--- src/verilog/lip_map.vh ---
`ifndef LIP_MAP_VH
`define LIP_MAP_VH

// ----------------------------------------------------------------
// register address codes
// ----------------------------------------------------------------
`define LIP_ADDR_MASTER 8'h0E
`define LIP_ADDR_PAIR10 8'h10
`define LIP_ADDR_PAIR32 8'h11
`define LIP_ADDR_PAIR54 8'h12
`define LIP_ADDR_PAIR76 8'h13

// ----------------------------------------------------------------
// register indices and storage size
// ----------------------------------------------------------------
`define LIP_IDX_MASTER 3'h0
`define LIP_IDX_PAIR10 3'h1
`define LIP_IDX_PAIR32 3'h2
`define LIP_IDX_PAIR54 3'h3
`define LIP_IDX_PAIR76 3'h4
`define LIP_NUM_REGS 5
`define LIP_NUM_PORTS 8

// ----------------------------------------------------------------
// field positions
// ----------------------------------------------------------------
`define LIP_HI_NIB 7:4
`define LIP_LO_NIB 3:0

// ----------------------------------------------------------------
// reset values and codes
// ----------------------------------------------------------------
`define LIP_RST_INTENS 8'h00
`define LIP_RST_RDATA 8'h00
`define LIP_UNMAPPED_RDATA 8'h00
`define LIP_CODE_STATIC 4'hF
`define LIP_CODE_ZERO 4'h0
`define LIP_FINE_LAST 4'hE
`define LIP_SLOT_LAST 4'hF
`define LIP_RW_WRITE 1'b0
`define LIP_RW_READ 1'b1

`endif

--- src/verilog/lip_pwm_timebase.v ---
`timescale 1ns/1ns
`default_nettype none
`include "lip_map.vh"

// shared pwm timebase: 16 slots of 15 fine steps each
module lip_pwm_timebase (
  input wire core_clk_i,
  input wire rst_n_i,
  input wire [3:0] master_i,
  output reg [3:0] fine_o,
  output reg [3:0] slot_o,
  output reg run_o,
  output reg frame_end_o
);

  // ----------------------------------------------------------------
  // oscillator enable
  // ----------------------------------------------------------------
  wire run_nxt;
  assign run_nxt = (master_i != `LIP_CODE_ZERO);

  // ----------------------------------------------------------------
  // counters, held at zero while stopped
  // ----------------------------------------------------------------
  always @(posedge core_clk_i) begin
    if (!rst_n_i) begin
      fine_o <= 4'h0;
      slot_o <= 4'h0;
      run_o <= 1'b0;
      frame_end_o <= 1'b0;
    end else begin
      run_o <= run_nxt;
      frame_end_o <= 1'b0;
      if (!run_nxt) begin
        fine_o <= 4'h0;
        slot_o <= 4'h0;
      end else if (fine_o == `LIP_FINE_LAST) begin
        fine_o <= 4'h0;
        slot_o <= slot_o + 4'h1;
        if (slot_o == `LIP_SLOT_LAST) begin
          frame_end_o <= 1'b1;
        end
      end else begin
        fine_o <= fine_o + 4'h1;
      end
    end
  end

endmodule
`default_nettype wire

--- src/verilog/lip_pwm_cell.v ---
`timescale 1ns/1ns
`default_nettype none
`include "lip_map.vh"

// one output: intensity in sixteenths, scaled by master in fifteenths
module lip_pwm_cell (
  input wire core_clk_i,
  input wire rst_n_i,
  input wire [3:0] code_i,
  input wire [3:0] master_i,
  input wire [3:0] fine_i,
  input wire [3:0] slot_i,
  input wire run_i,
  output reg on_o
);

  // ----------------------------------------------------------------
  // duty decision
  // ----------------------------------------------------------------
  reg on_nxt;
  always @* begin
    if (code_i == `LIP_CODE_STATIC) begin
      on_nxt = 1'b1;
    end else if (!run_i) begin
      on_nxt = 1'b0;
    end else begin
      // code+1 slots of 16, master of 15 fine steps per slot
      on_nxt = (slot_i <= code_i) && (fine_i < master_i);
    end
  end

  // ----------------------------------------------------------------
  // registered drive
  // ----------------------------------------------------------------
  always @(posedge core_clk_i) begin
    if (!rst_n_i) begin
      on_o <= 1'b0;
    end else begin
      on_o <= on_nxt;
    end
  end

endmodule
`default_nettype wire

--- src/verilog/lip_intensity_regs.v ---
`timescale 1ns/1ns
`default_nettype none
`include "lip_map.vh"

module lip_intensity_regs (
  input wire core_clk_i,
  input wire rst_n_i,
  input wire host_req_i,
  input wire host_rw_i,
  input wire [7:0] host_addr_i,
  input wire [7:0] host_wdata_i,
  output reg [7:0] host_rdata_o,
  output reg host_rvalid_o,
  output reg host_ack_o,
  output reg host_miss_o,
  output reg osc_run_o,
  output reg [7:0] port_out_o,
  output reg [7:0] port_oe_o,
  output reg extra_output_o,
  output reg extra_output_oe_o
);

  // ----------------------------------------------------------------
  // storage and shadows
  // ----------------------------------------------------------------
  // host-visible intensity registers, indexed by LIP_IDX_*
  reg [7:0] intens_r [0:`LIP_NUM_REGS-1];
  // per-output codes actually applied to the pwm
  reg [3:0] port_code_r [0:`LIP_NUM_PORTS-1];
  reg [3:0] extra_code_r;

  // address decode results
  reg [2:0] idx_nxt;
  reg hit_nxt;

  // read-back value
  reg [7:0] rdata_nxt;

  // timebase outputs
  wire [3:0] fine_w;
  wire [3:0] slot_w;
  wire run_w;
  wire frame_end_w;

  // master field is applied at once: it also gates the oscillator
  wire [3:0] master_w;

  // pwm cell outputs, ports 0..7 then extra output at 8
  wire [`LIP_NUM_PORTS:0] on_w;

  // strobes
  wire wr_stb;
  wire rd_stb;

  // codes may be taken over by the pwm this cycle
  wire apply_w;

  integer k;

  // ----------------------------------------------------------------
  // address decode
  // ----------------------------------------------------------------
  // maps address code to storage index, flags unmapped codes
  always @* begin
    idx_nxt = `LIP_IDX_MASTER;
    hit_nxt = 1'b1;
    if (host_addr_i == `LIP_ADDR_MASTER) begin
      idx_nxt = `LIP_IDX_MASTER;
    end else if (host_addr_i == `LIP_ADDR_PAIR10) begin
      idx_nxt = `LIP_IDX_PAIR10;
    end else if (host_addr_i == `LIP_ADDR_PAIR32) begin
      idx_nxt = `LIP_IDX_PAIR32;
    end else if (host_addr_i == `LIP_ADDR_PAIR54) begin
      idx_nxt = `LIP_IDX_PAIR54;
    end else if (host_addr_i == `LIP_ADDR_PAIR76) begin
      idx_nxt = `LIP_IDX_PAIR76;
    end else begin
      hit_nxt = 1'b0;
    end
  end

  // ----------------------------------------------------------------
  // access strobes
  // ----------------------------------------------------------------
  // unmapped codes do not store, but reads of them still answer with a fixed value
  assign wr_stb = host_req_i && hit_nxt && (host_rw_i == `LIP_RW_WRITE);
  assign rd_stb = host_req_i && (host_rw_i == `LIP_RW_READ);

  // ----------------------------------------------------------------
  // register file
  // ----------------------------------------------------------------
  // each register stores all eight bits of a write, nibbles untouched
  genvar gi;
  generate
    for (gi = 0; gi < `LIP_NUM_REGS; gi = gi + 1) begin : g_reg
      always @(posedge core_clk_i) begin
        if (!rst_n_i) begin
          intens_r[gi] <= `LIP_RST_INTENS;
        end else if (wr_stb && (idx_nxt == gi[2:0])) begin
          intens_r[gi] <= host_wdata_i;
        end
      end
    end
  endgenerate

  // ----------------------------------------------------------------
  // read-back mux
  // ----------------------------------------------------------------
  // returns the stored byte, unmapped codes read a fixed value
  always @* begin
    if (hit_nxt) begin
      rdata_nxt = intens_r[idx_nxt];
    end else begin
      rdata_nxt = `LIP_UNMAPPED_RDATA;
    end
  end

  // ----------------------------------------------------------------
  // host answer
  // ----------------------------------------------------------------
  // ack one cycle after every request, data held until next read
  always @(posedge core_clk_i) begin
    if (!rst_n_i) begin
      host_rdata_o <= `LIP_RST_RDATA;
      host_rvalid_o <= 1'b0;
      host_ack_o <= 1'b0;
      host_miss_o <= 1'b0;
    end else begin
      host_ack_o <= host_req_i;
      host_rvalid_o <= rd_stb;
      host_miss_o <= host_req_i && !hit_nxt;
      if (rd_stb) begin
        host_rdata_o <= rdata_nxt;
      end
    end
  end

  // ----------------------------------------------------------------
  // master field
  // ----------------------------------------------------------------
  // upper nibble of the master register
  assign master_w = intens_r[`LIP_IDX_MASTER][`LIP_HI_NIB];

  // ----------------------------------------------------------------
  // shared timebase
  // ----------------------------------------------------------------
  lip_pwm_timebase u_timebase (
    .core_clk_i(core_clk_i),
    .rst_n_i(rst_n_i),
    .master_i(master_w),
    .fine_o(fine_w),
    .slot_o(slot_w),
    .run_o(run_w),
    .frame_end_o(frame_end_w)
  );

  // ----------------------------------------------------------------
  // code hand-over to the pwm
  // ----------------------------------------------------------------
  // new codes wait for the end of a frame so no pulse is cut short;
  // while stopped there is no frame, so they pass straight through
  assign apply_w = frame_end_w || !run_w;

  // lower nibble to even port, upper to odd port
  always @(posedge core_clk_i) begin
    if (!rst_n_i) begin
      for (k = 0; k < `LIP_NUM_PORTS; k = k + 1) begin
        port_code_r[k] <= `LIP_CODE_ZERO;
      end
      extra_code_r <= `LIP_CODE_ZERO;
    end else if (apply_w) begin
      for (k = 0; k < `LIP_NUM_PORTS; k = k + 2) begin
        port_code_r[k] <= intens_r[(k / 2) + 1][`LIP_LO_NIB];
        port_code_r[k + 1] <= intens_r[(k / 2) + 1][`LIP_HI_NIB];
      end
      extra_code_r <= intens_r[`LIP_IDX_MASTER][`LIP_LO_NIB];
    end
  end

  // ----------------------------------------------------------------
  // per-output modulators
  // ----------------------------------------------------------------
  genvar gp;
  generate
    for (gp = 0; gp <= `LIP_NUM_PORTS; gp = gp + 1) begin : g_cell
      wire [3:0] code_w;
      if (gp == `LIP_NUM_PORTS) begin : g_extra
        assign code_w = extra_code_r;
      end else begin : g_port
        assign code_w = port_code_r[gp];
      end
      lip_pwm_cell u_cell (
        .core_clk_i(core_clk_i),
        .rst_n_i(rst_n_i),
        .code_i(code_w),
        .master_i(master_w),
        .fine_i(fine_w),
        .slot_i(slot_w),
        .run_i(run_w),
        .on_o(on_w[gp])
      );
    end
  endgenerate

  // ----------------------------------------------------------------
  // open-drain pin drive
  // ----------------------------------------------------------------
  // led on means the pin sinks current: level low, enable high
  always @(posedge core_clk_i) begin
    if (!rst_n_i) begin
      port_out_o <= 8'h00;
      port_oe_o <= 8'h00;
      extra_output_o <= 1'b0;
      extra_output_oe_o <= 1'b0;
      osc_run_o <= 1'b0;
    end else begin
      port_out_o <= 8'h00;
      port_oe_o <= on_w[`LIP_NUM_PORTS-1:0];
      extra_output_o <= 1'b0;
      extra_output_oe_o <= on_w[`LIP_NUM_PORTS];
      osc_run_o <= run_w;
    end
  end

endmodule
`default_nettype wire

--- config.mk ---
export PLATFORM = sky130hd
export DESIGN_NAME = lip_intensity_regs
export DESIGN_NICKNAME = d
export VERILOG_FILES = /design/src/verilog/lip_pwm_timebase.v /design/src/verilog/lip_pwm_cell.v /design/src/verilog/lip_intensity_regs.v
export VERILOG_INCLUDE_DIRS = /design/src /design/src/verilog
export SDC_FILE = /design/constraint.sdc
export NUM_CORES = 1
export LEC_CHECK = 0
export ABC_AREA = 1
export BUFFER_PORTS_ARGS = -buffer_cell sky130_fd_sc_hd__clkbuf_2
export CAP_MARGIN = 20
export CORE_ASPECT_RATIO = 1.75
export CORE_MARGIN = 4
export CORE_UTILIZATION = 48
export DETAILED_ROUTE_END_ITERATION = 7
export GPL_TIMING_DRIVEN = 1
export PLACE_DENSITY = 0.66
export SLEW_MARGIN = 20
export SYNTH_ARGS = -nofsm -noshare
export SYNTH_HDL_FRONTEND = slang
export SYNTH_SLANG_ARGS = --single-unit
--- constraint.sdc ---
create_clock -name core_clk_i -period 4.43 [get_ports core_clk_i]
set_clock_uncertainty 0.2 [all_clocks]
set_input_delay 0.2215 -clock core_clk_i [delete_from_list [all_inputs] [get_ports core_clk_i]]
set_output_delay 0.2215 -clock core_clk_i [all_outputs]
set_load 0.05 [all_outputs]
* Word level (Yosys, flattened, before mapping)
Memory sizes are Yosys's and may differ from the RTL's.
Cells that the tools add are included.
W data, S select, Z words.
** Storage, ports and cells
- Register bits after elaboration :: 44
- Input bits :: 20
- Output and inout bits :: 30
- Memory bits (writable) :: 72
- Memories kept :: 2
** Operators by class
- Multiplexer cells :: 62
- Add/subtract/negate cells :: 2
- Equal/unequal tests :: 20
- Reduce and logical (&&, ||, !) cells :: 26
- Bitwise logic cells :: 16
- Magnitude comparators :: 10
** Memories
- intens_r :: words 5, bits a word 8, read ports 6, clocked after memory_dff 0, wr ports 5, RTL line lip_intensity_regs.v:27 : reg [7:0] intens_r [0:`LIP_NUM_REGS-1];
- port_code_r :: words 8, bits a word 4, read ports 8, clocked after memory_dff 0, wr ports 8, RTL line lip_intensity_regs.v:29 : reg [3:0] port_code_r [0:`LIP_NUM_PORTS-1];
** Operator list (count)
- $mux W8 :: 6
- $eq A4 B4 Y1 const B :: 11
- $mux W1 :: 43
- $le A4 B4 Y1 :: 9
- $eq A8 B5 Y1 const B :: 4
- $mux W4 :: 8
- $logic_and A1 B1 Y1 :: 18
- $mux W3 :: 5
- $or A1 B1 Y1 :: 13
- $add A4 B1 Y4 const B :: 2
- $eq A8 B4 Y1 const B :: 1
- $eq A3 B2 Y1 const B :: 2
- $lt A4 B4 Y1 :: 1
- $reduce_bool A4 Y1 :: 1
- $eq A3 B1 Y1 const B :: 1
- $eq A3 B3 Y1 const B :: 1
- $logic_not A3 Y1 :: 1
- $not A1 Y1 :: 3
- $reduce_and A3 Y1 :: 1
- $reduce_or A3 Y1 :: 1
- $logic_not A1 Y1 :: 2
- $reduce_and A2 Y1 :: 1
- $logic_or A1 B1 Y1 :: 1

* Logic depth before layout (Yosys ltp)
- Depth in word-level cells :: 13
- Gate-level depth with buffers :: 11

* Cells and area by module
A second synthesis with hierarchy kept.
** Unflattened totals
- Cell total of the unflattened synthesis :: 840
- Area, all modules :: 6752.7 um2
** By module, submodules not included
- lip_intensity_regs :: cells each 427, times used 1, seq. area each 2582.5 um2, area each 4106.4 um2
- lip_pwm_cell :: cells each 40, times used 9, seq. area each 20.0 um2, area each 246.5 um2
- lip_pwm_timebase :: cells each 53, times used 1, seq. area each 200.2 um2, area each 427.9 um2

* Least setup slack after synthesis
OpenSTA, ideal clock, no wires.
- Path kind :: input to register
- Start :: input host_addr_i[5]
- End :: memory intens_r[2][0], enable pin
- Required time :: 3.846 ns
- Arrival :: 1.361 ns
- Stages :: 6
- Setup slack :: 2.485 ns
- Cell sequence :: inv_1 nand2_1 nor2_4 buf_4 nand2_1 o21ai_0
** RTL lines
- start: declaration :: RTL line lip_intensity_regs.v:10 : input wire [7:0] host_addr_i,
- end: declaration :: RTL line lip_intensity_regs.v:27

==> out/results.txt <==
The run finished with clean final reports. Among all flip-flop cells after synthesis, the most frequent one is sky130_fd_sc_hd__edfxtp_1. Global routing used 4.10% of the available met3 tracks. Detailed routing inserted a total of 4360 vias. The die covers 0.0138 mm^2.

The tools report the total cell area at the placement stage as 0.00600 mm^2. After global routing, the most crowded layer is met2. Global routing consumed, on the met1 layer, 18.8% of the routing resources. Dividing total power by cell area gives a power density of 416 mW/mm^2.

The completed layout was analyzed and its total power is 2.77 mW. No sink is reached through more buffers than the 2 on the longest clock path. In this run the most critical hold path is launched from host_wdata_i[6]. The run gives 2420 ps as the final worst slack.

The worst setup path is launched from a flip-flop. Cell taking the most area after synthesis: sky130_fd_sc_hd__edfxtp_1. The logs give 0 for the total global routing overflow and 0 for the final count of hold timing violations.

For this run, asynchronously set or reset flops after synthesis account for 0%. Sequential elements use 52.0% of the synthesized area. Counting instances in the post-synthesis netlist gives the leading cell types as sky130_fd_sc_hd__inv_1 (114), sky130_fd_sc_hd__nand2_1 (88), sky130_fd_sc_hd__nor2_1 (87). Data arrives at the worst endpoint at 2150 ps. Counting distinct cell types in the post-synthesis netlist gives 34. The largest net degree at the start of global routing was 36; the count of buffers inserted at the top-level ports was 40.

The floorplan step defined a core boundary enclosing 0.0116 mm^2. In the global route stage, overall resource usage came out at 19.4%. Final period utilization: 45.4%.

The smallest clock period supported by the final layout is computed as 2010 ps. Summing all multi-input logic gate instances after layout gives 0.00220 mm^2. Using the TritonRoute via totals, the vias-per-cell ratio works out to 5.17. By instance count, the leading cell after synthesis is sky130_fd_sc_hd__inv_1.

In this run, CTS created clock tree buffers numbering 17. At the worst endpoint, the required time is 4560 ps. Clock latency on the worst-skew pair, taken at its later pin, is 410 ps. Setup violations remaining at the end of the flow were counted as 0. The number of fill cells is 1028, and the area added between synthesis and finish is 16.8%. The first detailed-routing pass took 5 iterations. The number of max-slew violations in the final report came out at 0. Setup repair after global routing left no endpoint under its margin. Dividing the detail-routed wire length by the instance count gives 15.1 um. For the leakage dissipation, the log shows 3.21 nW.

The signal on the critical path passes through inv_1 > ha_1 > a21o_1 > a31oi_2 > nand3_1 > a21oi_1. 0 antenna diodes ended up in the layout. In this run, synthesis inferred 64 flip-flops with an integrated enable. The synthesized area per cell was 8.96 um^2. Yosys printed 0 warnings.

The flip-flop and latch count after synthesis is 116. The critical path is of the flip-flop to flip-flop type. Worst min-delay path class: input port to flip-flop. The floorplan step set the die width to 90.4 um. The register clock-pin slew on the reported worst setup and hold paths is 60 ps. 50 I/O pins were placed. STA classifies the critical path endpoint as a flip-flop. For the synthesized area, the log shows 0.00570 mm^2. The floorplan step set the die height to 152 um. Along the worst path, the maximum fanout reaches 9. Timing analysis after detailed placement gives a worst setup slack of 2060 ps. Hold timing on the final database bottoms out at a slack of 3.34 ps. For this configuration, the core starts out at a cell density of 49.2%. Clock tree synthesis selected as its root buffer the cell sky130_fd_sc_hd__clkbuf_16. The slowest library cell on the worst path is sky130_fd_sc_hd__a31oi_2. In the global route stage, met2 resource usage came out at 36.1%.

The first global-routing pass estimated 20900 um of wire. Number of remaining DRC errors: 0. TritonCTS built the clock tree.

The initial antenna violation count is 0. Sorting the synthesized cells by area gives the leading types as sky130_fd_sc_hd__edfxtp_1 (34%), sky130_fd_sc_hd__dfxtp_1 (18%), sky130_fd_sc_hd__ha_1 (9.2%), sky130_fd_sc_hd__inv_1 (7.5%), sky130_fd_sc_hd__nand2_1 (5.8%). Once detailed placement completed, the half-perimeter wirelength came to 9600 um. The first routing iteration left 190 violations. The worst-case IR drop observed on VDD is 0.349 mV. The cell count after synthesis came out at 636. The critical register-to-register path startpoint was intens_r[0][7].

The routability congestion estimate from global placement came out at 0.820. In the final timing run, aggregate negative setup slack is 0 ps. Registers take 0.00296 mm^2. The H-tree generated during clock tree synthesis spans 4 levels. Number of global-route vias before repair: 4472.

The logs give 116 for the number of clock sinks seen by CTS and 497 MHz for the highest attainable clock frequency. On the worst path, the slowest cell contributes a delay of 490 ps. The family of cells with the greatest summed delay on the critical path is compound AO/OA/AOI/OAI gates. The most critical setup path has its startpoint at intens_r[0][7].

The ratio of cells with drive above 1 in the final layout works out to 14.7%. For the cell area after layout, the log shows 0.00666 mm^2. At the pin with the least slew margin, the transition time is 598 ps.

Number of violations of the max-capacitance limit: 0. The run gives 12700 um as the routed wire length. Measured against its own limit, the worst slew margin works out to 60.0%.

Of the post-synthesis cell area, the dominant cell type holds 33.7%. The run gives 52 as the row count. For the number of nets at the end of the flow, the log shows 757.

Once detail routing completed, the nets flagged for antenna violations numbered 0. Number of buffers and inverters on the critical path: 1.
==> flip-flops by register name, summed over array words and instances, names as in the netlist, 4 cells and up <==
name	flops
g_cell.u_cell.on_o	9
extra_code_r	4
port_oe_o	8
u_timebase.slot_o	4
host_rdata_o	8
intens_r	40
port_code_r	32
u_timebase.fine_o	4
==> worst min-delay path, cell delays in order <==
cell,delay (ps)
sky130_fd_sc_hd__clkbuf_2,70
sky130_fd_sc_hd__inv_1,130
sky130_fd_sc_hd__o21ai_2,160
==> final timing paths <==
| path | end | slack [ps] | depth (start not counted) |
|---|---|---|---|
| worst min register to register | port_oe_o[0] | 210 | 2 |
| worst min-delay path | intens_r[4][6] | 3 | 3 |
| worst max register to register | g_cell[5].u_cell.on_o | 2420 | 6 |
| worst max-delay path | g_cell[5].u_cell.on_o | 2420 | 6 |
==> cells in the final DEF, fill, tap and decap left out <==
master,synthesis,layout
sky130_fd_sc_hd__clkinvlp_4,0,4
sky130_fd_sc_hd__nor3_1,4,4
sky130_fd_sc_hd__xnor2_1,1,1
sky130_fd_sc_hd__nor2_2,3,3
sky130_fd_sc_hd__dlygate4sd3_1,0,7
sky130_fd_sc_hd__o211ai_1,9,9
sky130_fd_sc_hd__buf_4,10,4
sky130_fd_sc_hd__clkinv_4,0,4
sky130_fd_sc_hd__a21o_1,1,1
sky130_fd_sc_hd__inv_2,3,3
sky130_fd_sc_hd__a21oi_1,28,28
sky130_fd_sc_hd__clkinv_2,0,3
sky130_fd_sc_hd__clkbuf_2,0,40
sky130_fd_sc_hd__o21ai_0,15,15
sky130_fd_sc_hd__or2_2,1,1
sky130_fd_sc_hd__o21bai_1,8,8
sky130_fd_sc_hd__inv_1,114,114
sky130_fd_sc_hd__nor2_1,87,87
sky130_fd_sc_hd__a31oi_2,1,1
sky130_fd_sc_hd__nor4_1,2,2
sky130_fd_sc_hd__o21ai_2,8,8
sky130_fd_sc_hd__bufinv_16,0,2
sky130_fd_sc_hd__nor2_4,3,3
sky130_fd_sc_hd__nand4_1,10,10
sky130_fd_sc_hd__conb_1,1,9
sky130_fd_sc_hd__ha_1,42,42
sky130_fd_sc_hd__o21ai_1,1,1
sky130_fd_sc_hd__inv_6,0,2
sky130_fd_sc_hd__nand3_1,58,58
sky130_fd_sc_hd__nand3_2,1,1
sky130_fd_sc_hd__clkbuf_16,0,17
sky130_fd_sc_hd__nand2_4,2,2
sky130_fd_sc_hd__o22ai_1,3,3
sky130_fd_sc_hd__xor2_1,1,1
sky130_fd_sc_hd__buf_2,2,1
sky130_fd_sc_hd__dfxtp_1,52,52
sky130_fd_sc_hd__nand2_1,88,88
sky130_fd_sc_hd__nand2_2,5,5
sky130_fd_sc_hd__edfxtp_1,64,64
==> layout make-up <==
class	instances	area share [%]
tap	135	2.54
clock inverter	15	2.37
clock buffer	17	6.39
timing repair buffer	52	4.59
sequential	116	44.5
inverter	117	6.60
multi-input combinational	391	33.0
==> layer usage <==
layer,wire length [um],vias to the layer above
li1,-,2183
met1,4600,2004
met2,6960,130
met3,524,43
met4,643,0
met5,0,-
==> logic make-up (layout without fill, tap and decap cells) <==
| logic type | Yosys count | count (layout) | synth area share [%] |
|---|---|---|---|
| simple gates | 264 | 264 | 20.4 |
| buf+inv | 137 | 201 | 9.99 |
| flops | 116 | 116 | 52.0 |
| compound gates | 74 | 74 | 8.01 |
| fa+ha+maj | 42 | 42 | 9.22 |
| xor+xnor | 2 | 2 | 0.307 |
| other cells | 1 | 9 | 0.0658 |
==> per-stage QoR <==
step	util, %	std cells
2_1_floorplan	-	644
3_3_place_gp	51.8	803
3_5_place_dp	51.8	803
4_1_cts	57.4	842
5_1_grt	57.5	843
6_report	57.5	843
==> power breakdown <==
group          internal, mW  total, mW  switching, mW
Clock                 0.829       1.34          0.511
Sequential             1.19       1.21         0.0238
Combinational        0.0632      0.220          0.157
==> repair_timing <==
| action | in CTS | in global routing |
|---|---|---|
| gates resized for setup | 0 | 0 |
| hold buffers | 7 | 0 |
| setup buffers | 0 | 0 |
| endpoints found under the hold margin | 8 | 0 |
No activity file was read; power rests on OpenSTA's default activity.
